===== config.mk =====
export PLATFORM = sky130hd
export DESIGN_NAME = ihps_top
export DESIGN_NICKNAME = d
export VERILOG_FILES = /design/src/rtl/ihps_pkg.sv /design/src/rtl/ihps_top.sv
export VERILOG_INCLUDE_DIRS = /design/src /design/src/rtl
export SDC_FILE = /design/constraint.sdc
export NUM_CORES = 1
export LEC_CHECK = 0
export BUFFER_PORTS_ARGS = -buffer_cell sky130_fd_sc_hd__buf_2
export CORE_AREA = 2 2 115 72
export CTS_CLUSTER_DIAMETER = 200
export CTS_CLUSTER_SIZE = 10
export DETAILED_ROUTE_END_ITERATION = 16
export DIE_AREA = 0 0 117 74
export HOLD_SLACK_MARGIN = 0.03
export PLACE_DENSITY = 0.84
export SYNTH_ARGS = -nofsm -noshare
export SYNTH_HDL_FRONTEND = slang
export SYNTH_SLANG_ARGS = --single-unit

===== constraint.sdc =====
create_clock -name i_core_clk -period 6.9 [get_ports i_core_clk]
set_clock_uncertainty 0.2 [all_clocks]
set_input_delay 1.38 -clock i_core_clk [delete_from_list [all_inputs] [get_ports i_core_clk]]
set_output_delay 1.38 -clock i_core_clk [all_outputs]
set_load 0.01 [all_outputs]

===== src/rtl/ihps_defines.svh =====
`ifndef IHPS_DEFINES_SVH
`define IHPS_DEFINES_SVH

// register byte offsets on the avalon slave
`define IHPS_CTRL_OFS      6'h00
`define IHPS_CH1_IN_OFS    6'h04
`define IHPS_CH1_OUT_OFS   6'h08
`define IHPS_CH1_STAT_OFS  6'h0c
`define IHPS_CH2_IN_OFS    6'h10
`define IHPS_CH2_OUT_OFS   6'h14
`define IHPS_CH2_STAT_OFS  6'h18
`define IHPS_SIG_OFS       6'h1c
`define IHPS_PIN_OFS       6'h20

// control register field positions
`define IHPS_CTRL_HPE      0
`define IHPS_CTRL_SDE      1
`define IHPS_CTRL_C2E      2
`define IHPS_CTRL_FA20E    3
`define IHPS_CTRL_P43D     4
`define IHPS_CTRL_P44D     5
`define IHPS_CTRL_P45D     6
`define IHPS_CTRL_RESET    7'h00

// status byte field positions
`define IHPS_STAT_OBF      0
`define IHPS_STAT_IBF      1
`define IHPS_STAT_CMD      3
`define IHPS_STAT_USR_LO   4

// host signal register field positions
`define IHPS_SIG_A20       0
`define IHPS_SIG_IRQA      1
`define IHPS_SIG_IRQB      2
`define IHPS_SIG_IRQC      3
`define IHPS_SIG_RESET     4'h0

// level that a shut-down input function is held at
`define IHPS_FIXED_LEVEL   1'b0

`endif


===== src/rtl/ihps_pkg.sv =====
package ihps_pkg;

  // software control bits
  typedef struct packed {
    logic p45_dir;
    logic p44_dir;
    logic p43_dir;
    logic fast_a20_enable;
    logic chan_two_enable;
    logic shutdown_enable;
    logic host_port_enable;
  } ihps_ctrl_t;

  // per channel state: two data bytes, status
  typedef struct packed {
    logic [7:0] in_data;
    logic [7:0] out_data;
    logic [3:0] user;
    logic       cmd;
    logic       in_full;
    logic       out_full;
  } ihps_chan_t;

endpackage : ihps_pkg


===== src/rtl/ihps_top.sv =====
// Behaviour
// - port usable only when port enable set
// - slave mode gates every host pin function
// - two channels, only selected one answers
// - one shared byte bus, both directions
// - drive gate a20 and three irq lines
// - four data, two status, one control byte
// - shutdown floats data bus, fixes inputs
// - stay shut down while shutdown input low
// - shutdown input high restores normal operation
// - shutdown honoured only slave mode, enabled
// - second select from primary pin normally
// - second select from alternate pin with a20
// - gate a20 replaces primary second select
// - irq b needs chan two, p43 direction
// - irq a needs p44 direction
// - irq c needs p45 direction
// - conditional pins shut only when selected
// - shared input functions also held fixed
//
// The implementer's own choices: the register addresses and register access over Avalon-MM.
`include "ihps_defines.svh"

module ihps_top (
  input  wire logic        i_core_clk,
  input  wire logic        i_reset,
  // avalon-mm slave
  input  wire logic [5:0]  i_avs_address,
  input  wire logic        i_avs_read,
  input  wire logic        i_avs_write,
  input  wire logic [3:0]  i_avs_byteenable,
  input  wire logic [31:0] i_avs_writedata,
  output logic      [31:0] o_avs_readdata,
  output logic             o_avs_waitrequest,
  // chip mode
  input  wire logic        i_single_chip_mode,
  // host pins
  input  wire logic        i_chan_one_select_n,
  input  wire logic        i_chan_two_select_n,
  input  wire logic        i_alt_chan_two_select_n,
  input  wire logic        i_host_addr_bit,
  input  wire logic        i_host_read_strobe_n,
  input  wire logic        i_host_write_strobe_n,
  input  wire logic [7:0]  i_host_data_bus,
  output logic      [7:0]  o_host_data_bus,
  output logic             o_host_data_bus_oe,
  output logic             o_gate_a20_out,
  output logic             o_gate_a20_out_oe,
  output logic             o_host_irq_line_a,
  output logic             o_host_irq_line_a_oe,
  output logic             o_host_irq_line_b,
  output logic             o_host_irq_line_b_oe,
  output logic             o_host_irq_line_c,
  output logic             o_host_irq_line_c_oe,
  input  wire logic        i_port_shutdown_n,
  // shared input functions, passed to the rest of the chip
  input  wire logic        i_ext_irq_or_adc_trigger,
  input  wire logic        i_timer_clk_or_hsync_in,
  input  wire logic        i_timer_reset_or_csync_in,
  output logic             o_ext_irq_or_adc_trigger,
  output logic             o_timer_clk_or_hsync_in,
  output logic             o_timer_reset_or_csync_in
);

  ihps_pkg::ihps_ctrl_t ctrl;
  ihps_pkg::ihps_chan_t chan [2];
  logic [3:0]           sig;
  logic                 ack;
  logic                 slave_mode;
  logic                 shutdown;
  logic                 alt_sel;
  logic                 cs1_n;
  logic                 cs2_n;
  logic                 addr_bit;
  logic                 rd_n;
  logic                 wr_n;
  logic                 rd_prev_n;
  logic                 wr_prev_n;
  logic                 rd_chan;
  logic                 rd_addr;
  logic                 host_sel;
  logic                 host_chan;
  logic                 wr_event;
  logic                 rd_done;
  logic                 cpu_wr;
  logic                 cpu_rd;
  logic [7:0]           next_host_data;
  logic [31:0]          next_readdata;

  // mode and shutdown decode
  assign slave_mode = i_single_chip_mode & ctrl.host_port_enable;
  assign shutdown   = slave_mode & ctrl.shutdown_enable
                      & ~i_port_shutdown_n;
  assign alt_sel    = ctrl.chan_two_enable & ctrl.fast_a20_enable;

  // host inputs as seen inside; shut-down inputs read inactive
  always_comb begin
    cs1_n    = 1'b1;
    cs2_n    = 1'b1;
    addr_bit = `IHPS_FIXED_LEVEL;
    rd_n     = 1'b1;
    wr_n     = 1'b1;
    if (slave_mode && !shutdown) begin
      cs1_n    = i_chan_one_select_n;
      addr_bit = i_host_addr_bit;
      rd_n     = i_host_read_strobe_n;
      wr_n     = i_host_write_strobe_n;
      if (ctrl.chan_two_enable) begin
        cs2_n = alt_sel ? i_alt_chan_two_select_n
                        : i_chan_two_select_n;
      end
    end
  end

  // channel one wins if the host asserts both selects at once
  assign host_sel  = ~cs1_n | ~cs2_n;
  assign host_chan = cs1_n;

  // strobe history for edge detection
  always_ff @(posedge i_core_clk) begin
    if (i_reset) begin
      rd_prev_n <= 1'b1;
      wr_prev_n <= 1'b1;
    end else begin
      rd_prev_n <= rd_n;
      wr_prev_n <= wr_n;
    end
  end

  // remember which register a read targets, for its closing edge
  always_ff @(posedge i_core_clk) begin
    if (i_reset) begin
      rd_chan <= 1'b0;
      rd_addr <= 1'b0;
    end else if (!rd_n && host_sel) begin
      rd_chan <= host_chan;
      rd_addr <= addr_bit;
    end
  end

  // write taken on the falling strobe; read ends on the rising one
  assign wr_event = wr_prev_n & ~wr_n & host_sel;
  assign rd_done  = ~rd_prev_n & rd_n;

  // avalon handshake: every access answers in its second cycle
  assign cpu_rd            = i_avs_read & ack;
  assign cpu_wr            = i_avs_write & ack & i_avs_byteenable[0];
  assign o_avs_waitrequest = (i_avs_read | i_avs_write) & ~ack;

  always_ff @(posedge i_core_clk) begin
    if (i_reset) begin
      ack <= 1'b0;
    end else begin
      ack <= (i_avs_read | i_avs_write) & ~ack;
    end
  end

  // software control register
  always_ff @(posedge i_core_clk) begin
    if (i_reset) begin
      ctrl <= `IHPS_CTRL_RESET;
    end else if (cpu_wr && i_avs_address == `IHPS_CTRL_OFS) begin
      ctrl <= i_avs_writedata[6:0];
    end
  end

  // levels presented on gate a20 and the irq lines
  always_ff @(posedge i_core_clk) begin
    if (i_reset) begin
      sig <= `IHPS_SIG_RESET;
    end else if (cpu_wr && i_avs_address == `IHPS_SIG_OFS) begin
      sig <= i_avs_writedata[3:0];
    end
  end

  // channel state; a setting event beats a clear in the same cycle
  always_ff @(posedge i_core_clk) begin
    if (i_reset) begin
      for (int c = 0; c < 2; c++) begin
        chan[c] <= '0;
      end
    end else begin
      for (int c = 0; c < 2; c++) begin
        // cpu side: reading the inbound byte frees the slot
        if (cpu_rd && i_avs_address == (c[0] ? `IHPS_CH2_IN_OFS
                                              : `IHPS_CH1_IN_OFS)) begin
          chan[c].in_full <= 1'b0;
        end
        if (cpu_wr && i_avs_address == (c[0] ? `IHPS_CH2_STAT_OFS
                                              : `IHPS_CH1_STAT_OFS)) begin
          chan[c].user <= i_avs_writedata[7:4];
        end
        // host read of the data byte empties the outbound slot
        if (rd_done && rd_chan == c[0] && !rd_addr) begin
          chan[c].out_full <= 1'b0;
        end
        if (cpu_wr && i_avs_address == (c[0] ? `IHPS_CH2_OUT_OFS
                                              : `IHPS_CH1_OUT_OFS)) begin
          chan[c].out_data <= i_avs_writedata[7:0];
          chan[c].out_full <= 1'b1;
        end
        // host write: address bit marks command versus data
        if (wr_event && host_chan == c[0]) begin
          chan[c].in_data <= i_host_data_bus;
          chan[c].cmd     <= addr_bit;
          chan[c].in_full <= 1'b1;
        end
      end
    end
  end

  // byte the host would see: data register or status
  always_comb begin
    next_host_data = 8'h00;
    if (addr_bit) begin
      next_host_data[`IHPS_STAT_OBF] = chan[host_chan].out_full;
      next_host_data[`IHPS_STAT_IBF] = chan[host_chan].in_full;
      next_host_data[`IHPS_STAT_CMD] = chan[host_chan].cmd;
      next_host_data[7:4]            = chan[host_chan].user;
    end else begin
      next_host_data = chan[host_chan].out_data;
    end
  end

  // registered so the bus does not glitch; one cycle behind the pins
  always_ff @(posedge i_core_clk) begin
    if (i_reset) begin
      o_host_data_bus <= 8'h00;
    end else begin
      o_host_data_bus <= next_host_data;
    end
  end

  // shutdown forces cs and strobes inactive, so the bus floats
  assign o_host_data_bus_oe = host_sel & ~rd_n;

  // outbound pins, each only where its function is selected
  assign o_gate_a20_out       = sig[`IHPS_SIG_A20];
  assign o_gate_a20_out_oe    = slave_mode & ctrl.fast_a20_enable;
  assign o_host_irq_line_a    = sig[`IHPS_SIG_IRQA];
  assign o_host_irq_line_a_oe = slave_mode & ctrl.p44_dir;
  assign o_host_irq_line_b    = sig[`IHPS_SIG_IRQB];
  assign o_host_irq_line_b_oe = slave_mode & ctrl.chan_two_enable
                                & ctrl.p43_dir;
  assign o_host_irq_line_c    = sig[`IHPS_SIG_IRQC];
  assign o_host_irq_line_c_oe = slave_mode & ctrl.p45_dir;

  // shared input functions held while their pin is shut down
  assign o_ext_irq_or_adc_trigger  = (shutdown && alt_sel)
                                     ? `IHPS_FIXED_LEVEL
                                     : i_ext_irq_or_adc_trigger;
  assign o_timer_clk_or_hsync_in   = (shutdown && o_host_irq_line_b_oe)
                                     ? `IHPS_FIXED_LEVEL
                                     : i_timer_clk_or_hsync_in;
  assign o_timer_reset_or_csync_in = (shutdown && o_host_irq_line_c_oe)
                                     ? `IHPS_FIXED_LEVEL
                                     : i_timer_reset_or_csync_in;

  // software read mux; unmapped offsets read zero
  always_comb begin
    next_readdata = 32'h0000_0000;
    case (i_avs_address)
      `IHPS_CTRL_OFS:     next_readdata[6:0] = ctrl;
      `IHPS_CH1_IN_OFS:   next_readdata[7:0] = chan[0].in_data;
      `IHPS_CH1_OUT_OFS:  next_readdata[7:0] = chan[0].out_data;
      `IHPS_CH1_STAT_OFS: next_readdata[7:0] = {chan[0].user, chan[0].cmd, 1'b0,
                                                chan[0].in_full, chan[0].out_full};
      `IHPS_CH2_IN_OFS:   next_readdata[7:0] = chan[1].in_data;
      `IHPS_CH2_OUT_OFS:  next_readdata[7:0] = chan[1].out_data;
      `IHPS_CH2_STAT_OFS: next_readdata[7:0] = {chan[1].user, chan[1].cmd, 1'b0,
                                                chan[1].in_full, chan[1].out_full};
      `IHPS_SIG_OFS:      next_readdata[3:0] = sig;
      `IHPS_PIN_OFS:      next_readdata[2:0] = {alt_sel, shutdown, slave_mode};
      default:            next_readdata = 32'h0000_0000;
    endcase
  end

  // sampled in the waiting cycle, stands at the answering edge
  always_ff @(posedge i_core_clk) begin
    if (i_reset) begin
      o_avs_readdata <= 32'h0000_0000;
    end else if (i_avs_read && !ack) begin
      o_avs_readdata <= next_readdata;
    end
  end

endmodule : ihps_top


==> results by group <==
Timing
  – Rel. slew slack: 0.05234
  – Tcrit/Tclk final: 0.6273
  – Fin Setup TNS: 0 ps
  – Fin. Hold Viols: 0
  – FMAX: 231.0 MHz
  – Worst hold slack: 252.8 ps
  – Max-slew violations: 0
  – Final-report setup violation count: 0
  – RSZ-0062 raised after global routing: false
  – Worst slew pin tran: 1412 ps
  – Worst setup margin: 2572 ps
  – Min Tclk post-route: 4328 ps

Floorplan
  – Row count: 25
  – Die width: 117 um
  – Initial Util: 0.5319
  – Die area: 8658 um2
  – Die H: 74 um
  – Core box area: 7664 um2
  – I/O pin cnt: 118

Synthesis
  – Syn Std Cell Area: 4076 um2
  – Post-synth top flop: edfxtp_1
  – Warnings from Yosys: 0
  – Unique masters post-synth: 52
  – Post-synth EDFFs: 45
  – Top cell type's share of synthesized area: 0.3315
  – Synth top area cells: edfxtp_1 (33%), dfxtp_1 (16%), mux2i_1 (6.9%)
  – Post-Syn Area per Cell: 10.48 um2
  – Area leader, netlist: edfxtp_1
  – Yosys reg bits: 78
  – Mapped Cells: 389
  – Sequential area share after synthesis: 0.4936
  – FFs w/ async S/R, synth: 0

Clock tree
  – CTS tree: yes
  – CTS Buf Count: 9
  – Clock Path Buffers: 2
  – Clk Latency, worst-skew pair: 340 ps
  – Post_cts resized: 0
  – Post-CTS setup repair buffer count: 0
  – Clock H-tree levels: 3
  – Clock root cell: clkbuf_16
  – Clock transition at path regs: 60 ps
  – # hold bufs at CTS: 0
  – Sinks on Clock Net: 78

Routing
  – Vias: 3466
  – 1st-pass router iterations: 5
  – Routed Antenna Nets: 0
  – Final wirelength: 11160 um
  – Wire per inst: 20.11 um
  – Vias per Instance: 6.245
  – DRC viols: 0
  – Initial DRC count: 535

Critical path
  – Nature of the critical path startpoint: input pin
  – Critical path class: input pin to register
  – CP Max Fanout: 37
  – CP max stage cell: o21ai_1
  – CP Cell Sequence: buf_2, nand4b_1, nor3_1, o21ai_1, a31oi_1
  – CP Data Arrival Time: 4130 ps
  – Critical Path End Type: register
  – Slowest cell delay on critical path: 1120 ps
  – Crit path required time: 6700 ps
  – Worst reg2reg path depth: 4

Global route
  – First-pass GRT wire length: 17120 um
  – Vias in the first global route: 3197
  – GRT overflow: 0
  – Gr usage total: 0.2739
  – Largest net degree at the start of global routing: 38
  – Initial antenna violation count: 0

Layout
  – Layout area overhead: 13.32%
  – ANT cells: 0
  – Layout cell share with drive strength beyond 1: 0.2282
  – Nets: 507
  – Fin util: 0.6028

Power and ir drop
  – PwrDens: 221.8 nW/um2
  – Leak pwr: 0.001812 uW
  – Net Sw Frac: 0.2330
  – Peak supply drop: 0.1307 mV
  – Gate power share: 0.087
  – Share of power burned in registers: 0.498
  – Pint: 785.7 uW
  – Switching pwr: 238.7 uW
  – Clock Power Share: 0.415

Place
  – Port Buffers: 66
  – Routability Congestion: 0.9141
  – Hpwl dp: 7821 um
  – Pre-CTS setup slack: 2444 ps

Worst hold path
  – Hold Path Depth: 2
  – Min-delay worst type: register to register

Status
  – Status: completed

Run
  – Maxcap violations: 0
critical path, delay by kind of cell:
kind | cells | cell delay, ps
AOI/OAI and AO/OA | 2 | 1370
and+or+nand+nor | 2 | 790
buffers and inverters | 1 | 580
cell usage in the layout (no fill, tap or decap), types with 2 or more instances in the layout:
cell       Yosys  routed
a211oi_1      14      14
nand2b_1       5       5
or2_2          6       6
mux4_2         5       5
nor2_1        24      24
a221oi_1       4       4
edfxtp_1      45      45
conb_1         1      24
mux2_2         2       2
or3_1          2       2
buf_2          8      66
a21bo_2        2       2
mux2i_1       28      28
and2_1         6       6
dfxtp_1       33      33
clkinv_2       0       2
a21oi_1        7       7
inv_1         20      20
buf_4         24       3
nand3b_1       6       6
nand2_1       18      18
nor3_1        11      11
nor4_1        20      20
nor2b_1       11      11
o221a_2        2       2
o2111ai_1      2       2
nand3_1        7       7
o21a_1         4       4
and3b_1        2       2
o211ai_1       4       4
clkbuf_1      13       4
a31oi_1       19      19
clkbuf_16      0       9
o21ai_0        6       6
nor4_4         2       2
and3_1         5       5
cell families (layout without fill, tap and decap cells):
family	after synthesis	in the layout	synth area share
and+or+nand+nor	129	129	0.1796
other	1	24	0.0009199
buffers and inverters	70	105	0.09085
muxes	35	35	0.1019
AOI/OAI and AO/OA	76	76	0.1332
DFF	78	78	0.4936
metal layers:
| metal | global-route usage | vias to the layer above | share of wire |
|---|---|---|---|
| met5 | 0 | - | 0 |
| met4 | 0.09020 | 0 | 0.016 |
| met3 | 0.09698 | 20 | 0.15 |
| met2 | 0.4066 | 278 | 0.43 |
| met1 | 0.3799 | 1650 | 0.40 |
| li1 | - | 1518 | - |
cell usage after synthesis, drive strengths merged (12+ instances only):
cell type / number
clkbuf: 13
edfxtp: 45
mux2i: 28
a211oi: 14
nor3: 12
nor4: 22
nand2: 18
buf: 37
nor2: 24
dfxtp: 33
inv: 20
a31oi: 19
cell type report:
| cell class | count | area [um2] |
|---|---|---|
| tap | 108 | 135.1 |
| inverter | 20 | 75.07 |
| timing repair buffer | 69 | 352.8 |
| fill | 633 | 3044 |
| sequential | 78 | 2012 |
| clock inverter | 2 | 10.01 |
| clock buffer | 14 | 254.0 |
| multi-input combinational | 264 | 1780 |
per-stage QoR:
step	total power [uW]	instances	area, um2
after floorplan	583.4	412	4163
after global placement	603.1	539	4355
after detailed placement	606.5	539	4355
after CTS	1029	555	4619
after global routing	1060	555	4619
final	1024	555	4619
state kept, by name, summed over array words and instances (netlist names):
name,count
ack,1
chan,46
ctrl,7
o_avs_readdata,8
o_host_data_bus,8
rd_addr,1
rd_chan,1
rd_prev_n,1
sig,4
wr_prev_n,1
power groups by stage:
stage,Sequential (uW),Combinational (uW),Clock [uW]
2_1_floorplan,519,64.7,0
3_3_place_gp,519,83.8,0
3_5_place_dp,520,86.5,0
4_1_cts,510,87.0,432
5_1_grt,512,96.6,452
6_report,511,89.1,425
final timing paths:
| kind | startpoint | end | slack [ps] |
|---|---|---|---|
| hold reg to reg | o_avs_readdata[4] | o_avs_readdata[4] | 250 |
| setup / recovery | i_reset | chan[0][14] | 2570 |
| hold / removal | o_avs_readdata[4] | o_avs_readdata[4] | 250 |
| setup reg to reg | ack | chan[0][14] | 3880 |
(Power assumes the default switching activity.)
